### src/shared/adts_pkg.sv
// Package: register map, field layouts and timing constants of the acquisition timing block
package adts_pkg;

  ////////////////////////////////////////////////////////////////////////////////////////////
  // Register offsets (byte addresses, one 32-bit word each)
  localparam int ADDR_W = 8;
  localparam logic [ADDR_W-1:0] REG_CTRL = 8'h00;
  localparam logic [ADDR_W-1:0] REG_CMD = 8'h04;
  localparam logic [ADDR_W-1:0] REG_INTERVAL = 8'h08;
  localparam logic [ADDR_W-1:0] REG_COUNT = 8'h0C;
  localparam logic [ADDR_W-1:0] REG_STROBE = 8'h10;
  localparam logic [ADDR_W-1:0] REG_STATUS = 8'h14;

  // Field positions of the command register (write-only, self clearing)
  localparam int CMD_ARM_BIT = 0;
  localparam int CMD_START_BIT = 1;
  localparam int CMD_ABORT_BIT = 2;

  // Field positions of the status register
  localparam int ST_REMAIN_LSB = 0;
  localparam int ST_STATE_LSB = 16;
  localparam int ST_GATE_BIT = 18;
  localparam int ST_TRIG_BIT = 19;
  localparam int ST_SCAN_BIT = 20;
  localparam int ST_STROBE_BIT = 21;

  // Reset values
  localparam logic [4:0] CTRL_RESET = 5'h00;
  localparam logic [15:0] INTERVAL_RESET = 16'h0019;
  localparam logic [15:0] COUNT_RESET = 16'h0001;

  ////////////////////////////////////////////////////////////////////////////////////////////
  // Timing
  localparam int CLK_PERIOD_NS = 40;
  localparam int SCAN_HIGH_NS = 4000;
  localparam int STROBE_MIN_NS = 200;
  localparam int SCAN_CYCLES_I = SCAN_HIGH_NS / CLK_PERIOD_NS;
  localparam int STROBE_CYCLES_I = (STROBE_MIN_NS + CLK_PERIOD_NS - 1) / CLK_PERIOD_NS;
  localparam int TIMER_W = 8;
  localparam logic [TIMER_W-1:0] SCAN_CYCLES = TIMER_W'(SCAN_CYCLES_I);
  localparam logic [TIMER_W-1:0] STROBE_CYCLES = TIMER_W'(STROBE_CYCLES_I);

  // Synchronised input lanes
  localparam int NUM_IN = 4;
  localparam int IN_CONV = 0;
  localparam int IN_TRIG = 1;
  localparam int IN_GATE = 2;
  localparam int IN_DAC = 3;

  ////////////////////////////////////////////////////////////////////////////////////////////
  // Types
  typedef struct packed {
    logic alt_update_source;
    logic waveform_gen_enable;
    logic pretrigger_mode;
    logic ext_convert_mode;
    logic scan_enable;
  } adts_ctrl_t;

  typedef struct packed {
    logic [ADDR_W-1:0] addr;
    logic [31:0] wdata;
    logic wr;
    logic rd;
  } adts_bus_req_t;

  typedef enum logic [1:0] {
    ACQ_IDLE,
    ACQ_ARMED,
    ACQ_PRE,
    ACQ_POST
  } adts_acq_state_t;

endpackage : adts_pkg

### src/rtl/adts_timing.sv
// Module: acquisition and analog-output timing pins with a small register port
//
// Summary of operation
// Scan clock rises whenever an A/D conversion begins.
// Scan clock pulses only with scanning enabled, otherwise stays low.
// Scan clock rests low, goes high about 4 us per conversion.
// Writing the strobe register emits one low pulse on the strobe pin.
// Strobe low pulse lasts between 200 and 500 ns.
// Low pulse on external convert input starts one conversion.
// Outside source holds convert low at least 50 ns.
// Converter enters hold soon after the convert falling edge.
// Outside source keeps convert high one conversion period between pulses.
// Interval counter drives convert pin unless external conversions are selected.
// Trigger falling edge starts sample and interval counters.
// Pretrigger: acquire uncounted until trigger; next edge starts sample counting.
// Pretrigger acquisition ends when sample counter reaches zero.
// First conversion comes within one sample interval after trigger.
// Outside trigger source keeps low and high phases at least 50 ns.
// External trigger ANDed with internal start; internal start needs line high.
// Gate low suppresses all conversions; high lets them proceed.
// DAC load input acts only with waveform enable set, alternate source off.
// DACs load on the falling edge of the DAC load input.
// DAC update completes within 100 ns of that falling edge; o_dac_update rises on the fourth clock edge after it, 120 to 160 ns.
// Every asynchronous input is synchronised before edge detection.
module adts_timing #(
  parameter int CNT_W = 16
) (
  // Clock and reset
  input wire logic i_core_clk,
  input wire logic i_reset_n,
  // Register port
  input wire logic [adts_pkg::ADDR_W-1:0] i_addr,
  input wire logic [31:0] i_wdata,
  input wire logic i_wr,
  input wire logic i_rd,
  output logic [31:0] o_rdata,
  // Connector inputs, active low
  input wire logic i_ext_convert_n,
  input wire logic i_ext_trigger_n,
  input wire logic i_ext_gate_n,
  input wire logic i_ext_dac_load_n,
  // Convert pin driven by the interval counter
  output logic o_convert_out,
  output logic o_convert_oe,
  // Connector outputs
  output logic o_scan_clock_out,
  output logic o_ext_strobe_n,
  // Converter and DAC control
  output logic o_conv_start,
  output logic o_dac_update,
  output logic o_acq_done
);

  ////////////////////////////////////////////////////////////////////////////////////////////
  // Declarations
  adts_pkg::adts_bus_req_t req;
  adts_pkg::adts_ctrl_t ctrl_q;
  adts_pkg::adts_acq_state_t state_q;
  logic [CNT_W-1:0] interval_q;
  logic [CNT_W-1:0] count_q;
  logic [CNT_W-1:0] remain_q;
  logic [CNT_W-1:0] si_cnt_q;
  logic [adts_pkg::TIMER_W-1:0] scan_tmr_q;
  logic [adts_pkg::TIMER_W-1:0] strobe_tmr_q;
  logic [adts_pkg::NUM_IN-1:0] pins;
  logic [adts_pkg::NUM_IN-1:0] s1_q;
  logic [adts_pkg::NUM_IN-1:0] s2_q;
  logic [adts_pkg::NUM_IN-1:0] s3_q;
  logic [adts_pkg::NUM_IN-1:0] lvl_q;
  logic [adts_pkg::NUM_IN-1:0] fall;
  logic wr_cmd;
  logic arm_cmd;
  logic abort_cmd;
  logic int_start;
  logic trig_line_q;
  logic trig_fall;
  logic acquiring;
  logic si_run;
  logic si_tick;
  logic conv_req;
  logic conv_start;
  logic last_sample;
  logic [31:0] status;
  logic [31:0] rdata_d;

  assign req = '{addr: i_addr, wdata: i_wdata, wr: i_wr, rd: i_rd};

  ////////////////////////////////////////////////////////////////////////////////////////////
  // Input synchronisers: three stages, a change counts once stages two and three agree
  assign pins = {i_ext_dac_load_n, i_ext_gate_n, i_ext_trigger_n, i_ext_convert_n};

  // Stage chain, reset to the idle (high) level of the pulled-up lines
  always_ff @(posedge i_core_clk or negedge i_reset_n) begin
    if (!i_reset_n) begin
      s1_q <= '1;
      s2_q <= '1;
      s3_q <= '1;
    end else begin
      s1_q <= pins;
      s2_q <= s1_q;
      s3_q <= s2_q;
    end
  end

  // Filtered levels and one falling-edge event per edge
  assign fall = lvl_q & ~s2_q & ~s3_q;

  // A lane takes a new level only once stages two and three agree
  always_ff @(posedge i_core_clk or negedge i_reset_n) begin
    if (!i_reset_n) begin
      lvl_q <= '1;
    end else begin
      lvl_q <= (s2_q & s3_q) | (lvl_q & (s2_q ^ s3_q));
    end
  end

  ////////////////////////////////////////////////////////////////////////////////////////////
  // Register writes
  assign wr_cmd = req.wr && (req.addr == adts_pkg::REG_CMD);
  assign arm_cmd = wr_cmd && req.wdata[adts_pkg::CMD_ARM_BIT];
  assign abort_cmd = wr_cmd && req.wdata[adts_pkg::CMD_ABORT_BIT];
  assign int_start = wr_cmd && req.wdata[adts_pkg::CMD_START_BIT];

  // Control register
  always_ff @(posedge i_core_clk or negedge i_reset_n) begin
    if (!i_reset_n) begin
      ctrl_q <= adts_pkg::CTRL_RESET;
    end else if (req.wr && (req.addr == adts_pkg::REG_CTRL)) begin
      ctrl_q <= req.wdata[$bits(adts_pkg::adts_ctrl_t)-1:0];
    end
  end

  // Sample interval and sample count
  always_ff @(posedge i_core_clk or negedge i_reset_n) begin
    if (!i_reset_n) begin
      interval_q <= CNT_W'(adts_pkg::INTERVAL_RESET);
      count_q <= CNT_W'(adts_pkg::COUNT_RESET);
    end else begin
      if (req.wr && (req.addr == adts_pkg::REG_INTERVAL)) begin
        interval_q <= req.wdata[CNT_W-1:0];
      end
      if (req.wr && (req.addr == adts_pkg::REG_COUNT)) begin
        count_q <= req.wdata[CNT_W-1:0];
      end
    end
  end

  ////////////////////////////////////////////////////////////////////////////////////////////
  // Trigger: internal start acts only while the external line is high
  always_ff @(posedge i_core_clk or negedge i_reset_n) begin
    if (!i_reset_n) begin
      trig_line_q <= 1'b1;
    end else begin
      trig_line_q <= lvl_q[adts_pkg::IN_TRIG] & ~int_start;
    end
  end

  // A falling edge of the combined line is a trigger event
  assign trig_fall = trig_line_q & ~(lvl_q[adts_pkg::IN_TRIG] & ~int_start);

  ////////////////////////////////////////////////////////////////////////////////////////////
  // Acquisition sequencer
  assign acquiring = (state_q == adts_pkg::ACQ_PRE) || (state_q == adts_pkg::ACQ_POST);
  assign last_sample = (state_q == adts_pkg::ACQ_POST) && conv_start && (remain_q <= CNT_W'(1));

  // State transitions
  always_ff @(posedge i_core_clk or negedge i_reset_n) begin
    if (!i_reset_n) begin
      state_q <= adts_pkg::ACQ_IDLE;
    end else if (abort_cmd) begin
      state_q <= adts_pkg::ACQ_IDLE;
    end else begin
      unique case (state_q)
        adts_pkg::ACQ_IDLE: begin
          if (arm_cmd) begin
            state_q <= adts_pkg::ACQ_ARMED;
          end
        end
        adts_pkg::ACQ_ARMED: begin
          if (trig_fall && ctrl_q.pretrigger_mode) begin
            state_q <= adts_pkg::ACQ_PRE;
          end else if (trig_fall) begin
            state_q <= adts_pkg::ACQ_POST;
          end
        end
        adts_pkg::ACQ_PRE: begin
          if (trig_fall) begin
            state_q <= adts_pkg::ACQ_POST;
          end
        end
        adts_pkg::ACQ_POST: begin
          if (last_sample) begin
            state_q <= adts_pkg::ACQ_IDLE;
          end
        end
      endcase
    end
  end

  // Sample counter: loaded when counting starts, one decrement per conversion in the post-trigger state
  always_ff @(posedge i_core_clk or negedge i_reset_n) begin
    if (!i_reset_n) begin
      remain_q <= '0;
    end else if (trig_fall && (state_q != adts_pkg::ACQ_POST) && (state_q != adts_pkg::ACQ_IDLE)
                 && !(state_q == adts_pkg::ACQ_ARMED && ctrl_q.pretrigger_mode)) begin
      remain_q <= count_q;
    end else if (conv_start && (state_q == adts_pkg::ACQ_POST) && (remain_q != '0)) begin
      remain_q <= remain_q - CNT_W'(1);
    end
  end

  // Done pulse at the end of a sequence
  always_ff @(posedge i_core_clk or negedge i_reset_n) begin
    if (!i_reset_n) begin
      o_acq_done <= 1'b0;
    end else begin
      o_acq_done <= last_sample;
    end
  end

  ////////////////////////////////////////////////////////////////////////////////////////////
  // Sample-interval counter, restarted by the trigger so the first tick lands in one interval
  assign si_run = acquiring && !ctrl_q.ext_convert_mode;
  assign si_tick = si_run && (si_cnt_q <= CNT_W'(1));

  always_ff @(posedge i_core_clk or negedge i_reset_n) begin
    if (!i_reset_n) begin
      si_cnt_q <= '0;
    end else if (trig_fall && (state_q == adts_pkg::ACQ_ARMED)) begin
      si_cnt_q <= interval_q;
    end else if (si_tick) begin
      si_cnt_q <= interval_q;
    end else if (si_run) begin
      si_cnt_q <= si_cnt_q - CNT_W'(1);
    end
  end

  // Counter output on the convert pin, released when external pulses take over
  always_ff @(posedge i_core_clk or negedge i_reset_n) begin
    if (!i_reset_n) begin
      o_convert_out <= 1'b1;
      o_convert_oe <= 1'b0;
    end else begin
      o_convert_out <= ~si_tick;
      o_convert_oe <= ~ctrl_q.ext_convert_mode;
    end
  end

  ////////////////////////////////////////////////////////////////////////////////////////////
  // Conversion start: source by mode, suppressed while the gate input is low
  assign conv_req = ctrl_q.ext_convert_mode ? fall[adts_pkg::IN_CONV] : si_tick;
  assign conv_start = conv_req && acquiring && lvl_q[adts_pkg::IN_GATE];

  // Hold command to the converter, one cycle after the synchronised edge
  always_ff @(posedge i_core_clk or negedge i_reset_n) begin
    if (!i_reset_n) begin
      o_conv_start <= 1'b0;
    end else begin
      o_conv_start <= conv_start;
    end
  end

  ////////////////////////////////////////////////////////////////////////////////////////////
  // Scan clock: high for a fixed time from each conversion start while scanning
  always_ff @(posedge i_core_clk or negedge i_reset_n) begin
    if (!i_reset_n) begin
      scan_tmr_q <= '0;
    end else if (!ctrl_q.scan_enable) begin
      scan_tmr_q <= '0;
    end else if (conv_start) begin
      scan_tmr_q <= adts_pkg::SCAN_CYCLES;
    end else if (scan_tmr_q != '0) begin
      scan_tmr_q <= scan_tmr_q - adts_pkg::TIMER_W'(1);
    end
  end

  // Registered pin; a new start during a pulse forces a low cycle so each start shows an edge
  always_ff @(posedge i_core_clk or negedge i_reset_n) begin
    if (!i_reset_n) begin
      o_scan_clock_out <= 1'b0;
    end else begin
      o_scan_clock_out <= ctrl_q.scan_enable && (scan_tmr_q != '0) && !conv_start;
    end
  end

  ////////////////////////////////////////////////////////////////////////////////////////////
  // Strobe: a write to the strobe register starts one low pulse
  always_ff @(posedge i_core_clk or negedge i_reset_n) begin
    if (!i_reset_n) begin
      strobe_tmr_q <= '0;
    end else if (req.wr && (req.addr == adts_pkg::REG_STROBE)) begin
      strobe_tmr_q <= adts_pkg::STROBE_CYCLES;
    end else if (strobe_tmr_q != '0) begin
      strobe_tmr_q <= strobe_tmr_q - adts_pkg::TIMER_W'(1);
    end
  end

  // Strobe pin, low while the timer runs
  always_ff @(posedge i_core_clk or negedge i_reset_n) begin
    if (!i_reset_n) begin
      o_ext_strobe_n <= 1'b1;
    end else begin
      o_ext_strobe_n <= (strobe_tmr_q == '0);
    end
  end

  ////////////////////////////////////////////////////////////////////////////////////////////
  // DAC update from the external load input
  always_ff @(posedge i_core_clk or negedge i_reset_n) begin
    if (!i_reset_n) begin
      o_dac_update <= 1'b0;
    end else begin
      o_dac_update <= fall[adts_pkg::IN_DAC] && ctrl_q.waveform_gen_enable
                      && !ctrl_q.alt_update_source;
    end
  end

  ////////////////////////////////////////////////////////////////////////////////////////////
  // Read path: data stand in the cycle after the read strobe, unmapped reads return zero
  always_comb begin
    status = '0;
    status[adts_pkg::ST_REMAIN_LSB +: CNT_W] = remain_q;
    status[adts_pkg::ST_STATE_LSB +: 2] = state_q;
    status[adts_pkg::ST_GATE_BIT] = lvl_q[adts_pkg::IN_GATE];
    status[adts_pkg::ST_TRIG_BIT] = lvl_q[adts_pkg::IN_TRIG];
    status[adts_pkg::ST_SCAN_BIT] = o_scan_clock_out;
    status[adts_pkg::ST_STROBE_BIT] = ~o_ext_strobe_n;
  end

  // Address decode for reads
  always_comb begin
    rdata_d = '0;
    unique case (req.addr)
      adts_pkg::REG_CTRL: rdata_d[$bits(adts_pkg::adts_ctrl_t)-1:0] = ctrl_q;
      adts_pkg::REG_INTERVAL: rdata_d[CNT_W-1:0] = interval_q;
      adts_pkg::REG_COUNT: rdata_d[CNT_W-1:0] = count_q;
      adts_pkg::REG_STATUS: rdata_d = status;
      default: rdata_d = '0;
    endcase
  end

  // Read data register, zero outside the answer cycle
  always_ff @(posedge i_core_clk or negedge i_reset_n) begin
    if (!i_reset_n) begin
      o_rdata <= '0;
    end else if (req.rd) begin
      o_rdata <= rdata_d;
    end else begin
      o_rdata <= '0;
    end
  end

endmodule : adts_timing

### config.mk
export PLATFORM = sky130hd
export DESIGN_NAME = adts_timing
export DESIGN_NICKNAME = d
export VERILOG_FILES = /design/src/shared/adts_pkg.sv /design/src/rtl/adts_timing.sv
export SDC_FILE = /design/constraint.sdc
export NUM_CORES = 1
export LEC_CHECK = 0
export BUFFER_PORTS_ARGS = -buffer_cell sky130_fd_sc_hd__buf_2
export CORE_MARGIN = 1.5
export CORE_UTILIZATION = 40
export DETAILED_ROUTE_END_ITERATION = 10
export SYNTH_ARGS = -nofsm -noshare
export SYNTH_HDL_FRONTEND = slang
export SYNTH_SLANG_ARGS = --single-unit
### constraint.sdc
create_clock -name i_core_clk -period 7.1 [get_ports i_core_clk]
set_input_delay 1.775 -clock i_core_clk [delete_from_list [all_inputs] [get_ports i_core_clk]]
set_output_delay 1.775 -clock i_core_clk [all_outputs]
set_load 0.1 [all_outputs]
Word-level counts from Yosys, hierarchy flattened

Index checks and enable logic that the tools add are counted.

ROM bits: 0
Input bits: 48
Register bits: 143
Latch bits: 0
Bits in writable memories: 0
Memories: 0

Bitwise operators: 15
$lt $le $gt $ge: 2
Equal/unequal tests: 12
Shifts and indexed selects: 0
Divide/modulo/power cells: 0
Reductions and logical operators: 41
Multipliers: 0
Muxes and demuxes: 21
Add/subtract/negate cells: 4

Operators by type and width:

| operator                                                               | number |
|---|---|
| 16-bit 2-to-1 mux                                                      | 5 |
| 8-bit 2-to-1 mux                                                       | 5 |
| 11-bit case mux with 3 select lines                                    | 1 |
| 16-bit by 1-bit <= comparator with 1-bit output, second input constant | 2 |
| 32-bit 2-to-1 mux                                                      | 1 |
| 16-bit by 1-bit subtractor with 16-bit output, second input constant   | 2 |
| 1-bit logical AND                                                      | 25 |
| 5-bit case mux with 4 select lines                                     | 1 |
| 4-bit AND                                                              | 4 |
| 8-bit by 4-bit == test with 1-bit output, second input constant        | 2 |
| 8-bit by 5-bit == test with 1-bit output, second input constant        | 2 |
| 8-bit logical NOT                                                      | 2 |
| 16-bit nonzero test                                                    | 1 |
| 8-bit nonzero test                                                     | 2 |
| 8-bit by 1-bit subtractor with 8-bit output, second input constant     | 2 |
| 2-bit 2-to-1 mux                                                       | 5 |
| 8-bit by 3-bit == test with 1-bit output, second input constant        | 1 |
| 4-bit inverter                                                         | 2 |
| 2-bit case mux with 4 select lines                                     | 1 |
| 6-bit 2-to-1 mux                                                       | 1 |
| 3-bit inequality test, second input constant                           | 2 |
| 2-bit nonzero test                                                     | 3 |
| 1-bit inverter                                                         | 5 |
| 2-bit == test, second input constant                                   | 2 |
| other kinds (12)                                                       | 16 |

Logic depth before layout (Yosys ltp)

Depth after elaboration: 12
Depth in mapped cells: 9
Depth with buffers taken out: 7

Least setup slack after synthesis

Ideal clock, no wire load.

Path kind: input -> register
From: input i_addr[1] (netlist bit)
To: register si_cnt_q[4]
Arrival: 3,515 ps
Required time: 6,971 ps
Library setup time: 129 ps
Stages on the path: 7
Path slack: 3,456 ps
Path through: or4_4 o41a_4 or2_1 buf_2 buf_6 a32oi_1 o31ai_1

Word-level cells in the longest chain between the ends: 9

Ends and longest elaborated chain:

| element                                                                         | line               | text |
|---|---|---|
| from (decl)                                                                     | adts_timing.sv:32  | `input wire logic [adts_pkg::ADDR_W-1:0] i_addr,` |
| 8-bit by 3-bit == test with 1-bit output (*)                                    | adts_timing.sv:119 | `assign wr_cmd = req.wr && (req.addr == adts_pkg::REG_CMD);` |
| 1-bit logical AND (*)                                                           | adts_timing.sv:119 |  |
| 1-bit logical AND (*)                                                           | adts_timing.sv:122 | `assign int_start = wr_cmd && req.wdata[adts_pkg::CMD_START_BIT];` |
| 1-bit inverter (*)                                                              | adts_timing.sv:159 | `assign trig_fall = trig_line_q & ~(lvl_q[adts_pkg::IN_TRIG] & ~int_start);` |
| 1-bit AND (*)                                                                   | adts_timing.sv:159 |  |
| 1-bit inverter (*)                                                              | adts_timing.sv:159 |  |
| 1-bit AND (*)                                                                   | adts_timing.sv:159 |  |
| 1-bit logical AND (*)                                                           | adts_timing.sv:229 | `end else if (trig_fall && (state_q == adts_pkg::ACQ_ARMED)) begin` |
| 3-bit nonzero test (no source line) / 16-bit 2-to-1 mux (equally long branches) | -                  |  |
| to (signal assigned)                                                            | adts_timing.sv:230 | `si_cnt_q <= interval_q;` |
| to (signal assigned)                                                            | adts_timing.sv:232 | `si_cnt_q <= interval_q;` |
| to (signal assigned)                                                            | adts_timing.sv:234 | `si_cnt_q <= si_cnt_q - CNT_W'(1);` |
| to (decl)                                                                       | adts_timing.sv:62  | `logic [CNT_W-1:0] si_cnt_q;` |

Mark *: on every way between the ends. The rest lies on a longest branch, timed or not.
A chain may end at the register's enable or synchronous reset.

Final worst setup path

From: input i_addr[1] (netlist bit)
To: register remain_q[9]

Word-level cells in the longest chain between the ends: 11

Ends and longest elaborated chain:

| element                                                        | line               | text |
|---|---|---|
| 8-bit by 3-bit == test with 1-bit output (*)                   | adts_timing.sv:119 |  |
| 1-bit logical AND (*)                                          | adts_timing.sv:119 |  |
| 1-bit logical AND (*)                                          | adts_timing.sv:122 |  |
| 1-bit inverter (*)                                             | adts_timing.sv:159 |  |
| 1-bit AND (*)                                                  | adts_timing.sv:159 |  |
| 1-bit inverter (*)                                             | adts_timing.sv:159 |  |
| 1-bit AND (*)                                                  | adts_timing.sv:159 |  |
| 1-bit logical AND (*) (2 in a row)                             | adts_timing.sv:204 | `end else if (trig_fall && (state_q != adts_pkg::ACQ_POST) && (state_q != adts_pkg::ACQ_IDLE)` |
| 1-bit logical AND (*)                                          | adts_timing.sv:205 | `&& !(state_q == adts_pkg::ACQ_ARMED && ctrl_q.pretrigger_mode)) begin` |
| 16-bit 2-to-1 mux / 2-bit nonzero test (equally long branches) | -                  |  |
| to (signal assigned)                                           | adts_timing.sv:206 | `remain_q <= count_q;` |
| to (signal assigned)                                           | adts_timing.sv:208 | `remain_q <= remain_q - CNT_W'(1);` |
| to (decl)                                                      | adts_timing.sv:61  | `logic [CNT_W-1:0] remain_q;` |

Marks and branches as above.

==> results.cfg <==
[outcome]
status = complete, no violations

[floorplanning]
core-area_um2 = 15800
rows = 46
die-area_um2 = 16800
initial_core_util_pct = 40.6
top_level_ports = 87
die_h_um = 129
die_x_um = 129

[timing]
tns_ns = 0
finClkSkew_ns = 0.00996
rsz0062_at_grt = false
slew_headroom_pct = 16.7
fmax_mhz = 239
fin_crit_sh_pct = 59.0
holdWs_ns = 0.357
worst_pin_slew_ns = 1.24
slew_violations = 0
setup_viol = 0
finalCriticalPeriod_ns = 4.19
finalHoldViolCount = 0

[routing]
firstDrtPassIters = 6
drt-initial-drc-count = 531
wirelength_um = 15800
ant_nets = 0
wire_per_inst_um = 18.1
drc_errors = 0
via_per_inst = 5.60
via_count = 4894

[clocking]
cts_sinks = 133
h-tree-depth = 4
cts_resized = 0
cts_tree = built
cts-buffers-inserted = 17
cts_root_buffer = clkbuf_16
cts_setup_buffers = 0
clock_latency_ns = 0.43
cts.path.max_buffers = 2
cts_hold_buffers = 0
clk_pin_slew_ns = 0.06

[grt]
antenna_found_initial = 0
grt_pass1_vias = 4897
grt_usage_pct = 20.1
grt_pass1_wl_um = 25700
grt_max_degree = 97
grt_overflow = 0

[power]
peakVddDrop_mv = 0.173
leakage_nw = 3.31
powerDensity_nw_per_um2 = 331

[synth]
synthArstFlopShare_pct = 100
synth_area_um2 = 6400
synth-seq-cells = 133
synth_cell_type_count = 72
yosysWarnings = 0
synth_flop_cell = dfrtp_1
synth_edf_count = 0
syn_area_per_cell_um2 = 10.8
ys_seq_area_share_pct = 52.5
syn_inst = 591

[worst_setup_path]
critical_path_buf_inv_count = 1
path_class = in2reg
cp-start-kind = input port
crit_chain = buf_2, or4_4, o41a_4, nor2_1, a21oi_1, a221o_1
cp.required_ns = 7.40
worstPathArrival_ns = 4.49
cp_top_family = compound AO/OA/AOI/OAI gates
worstPathMaxFanout = 12
end_kind = flop
max_stage_delay_ns = 0.72
slowest_stage = nor2_1

[finish]
final_common_cell = dfrtp_1
n_antenna_cell = 0
nets = 705
drive_above_1_share_pct = 25.4
syn2layout_area_growth_pct = 16.3
n_fill_cell = 1510
final_cell_mix = dfrtp_1, buf_2, nand2_1

[job]
maxCapViolCount = 0

[placed_design]
gp_congestion = 0.861
port_buffers = 60
hpwl_um = 11100

[min_path]
min_path_type = reg2reg
power breakdown:
part | switching [W] | internal (W) | total [W] | leakage, nW
Combinational | 0.000301 | 0.000199 | 0.000500 | 1.33
Clock | 0.000332 | 0.000581 | 0.000913 | 0.296
Sequential | 0.000165 | 0.000884 | 0.00105 | 1.68
metal layers:
layer	wire length [um]	GRT usage (%)
met1	7100	26.1
met2	7740	32.8
met3	688	4.95
met4	289	7.58
met5	0	0
per-stage QoR:
step / instance area [um^2] / std cells / utilization (%) / power (W) / worst slack, ns
2_1_floorplan: 6430 / 600 / - / 0.00140 / 3.46
3_3_place_gp: 6830 / 842 / 43.3 / 0.00154 / 2.57
3_5_place_dp: 6830 / 842 / 43.3 / 0.00155 / 2.55
4_1_cts: 7440 / 874 / 47.2 / 0.00248 / 3.00
5_1_grt: 7440 / 874 / 47.2 / 0.00260 / 2.81
6_report: 7440 / 874 / 47.2 / 0.00246 / 2.91
cell families after synthesis:
| kind of cell | after synthesis | share of synthesized area, % |
|---|---|---|
| xor+xnor | 12 | 1.64 |
| fa+ha+maj | 12 | 2.35 |
| buf+inv | 61 | 4.65 |
| mux | 37 | 6.51 |
| flops | 133 | 52.5 |
| other cells | 1 | 0.0586 |
| compound gates | 122 | 15.1 |
| simple gates | 213 | 17.3 |
registers in the layout, indices dropped and copies added (netlist names), 4 cells and up:
register      flops
strobe_tmr_q      8
scan_tmr_q        8
count_q          16
si_cnt_q         16
s1_q              4
s3_q              4
o_rdata          22
lvl_q             4
remain_q         16
interval_q       16
ctrl_q            5
s2_q              4
path summary, 6_finish.rpt:
kind / start / to / slack [ns] / depth (start not counted)
setup / recovery: i_addr[1] / remain_q[9] / 2.91 / 6
hold / removal: s1_q[1] / s2_q[1] / 0.36 / 0
setup reg to reg: si_cnt_q[0] / remain_q[3] / 3.77 / 7
hold reg to reg: s1_q[1] / s2_q[1] / 0.36 / 0
max in group asynchronous: i_reset_n / si_cnt_q[7] / 4.59 / 2
min in group asynchronous: i_reset_n / o_rdata[18] / 1.45 / 1
synth_stat cells (all sizes together) (3+ instances only):
cell type | count | area (um^2)
a211o | 3 | 26.3
a211oi | 4 | 30.0
a21o | 5 | 37.5
a21oi | 16 | 80.1
a221o | 3 | 30.0
a222oi | 16 | 160
a32oi | 4 | 35.0
and2 | 6 | 37.5
and3 | 7 | 43.8
buf | 22 | 150
clkbuf | 15 | 57.6
dfrtp | 110 | 2750
dfstp | 23 | 604
ha | 12 | 150
inv | 23 | 86.3
mux2 | 37 | 417
nand2 | 54 | 210
nand2b | 7 | 43.8
nand3 | 17 | 85.1
nor2 | 49 | 189
nor2b | 4 | 25.0
nor3 | 19 | 95.1
nor3b | 6 | 56.3
nor4 | 15 | 93.8
nor4b | 3 | 26.3
o2111ai | 3 | 26.3
o211ai | 17 | 128
o21a | 4 | 30.0
o21ai | 11 | 58.8
o221ai | 5 | 43.8
o22ai | 3 | 18.8
o311ai | 3 | 26.3
o31ai | 5 | 37.5
or2 | 5 | 33.8
or3 | 4 | 25.0
or4 | 6 | 48.8
xnor2 | 9 | 78.8
xor2 | 3 | 26.3
cell type report:
type | count | area (um^2) | area share (%)
multi-input cells | 406 | 2780 | 37.3
inverters | 24 | 90.1 | 1.21
well taps | 216 | 270 | 3.63
clock buffers | 21 | 470 | 6.32
clock inverters | 11 | 149 | 2.00
flip-flops and latches | 133 | 3360 | 45.1
repair buffers | 63 | 329 | 4.42
Power figures use the tool's default switching activity.
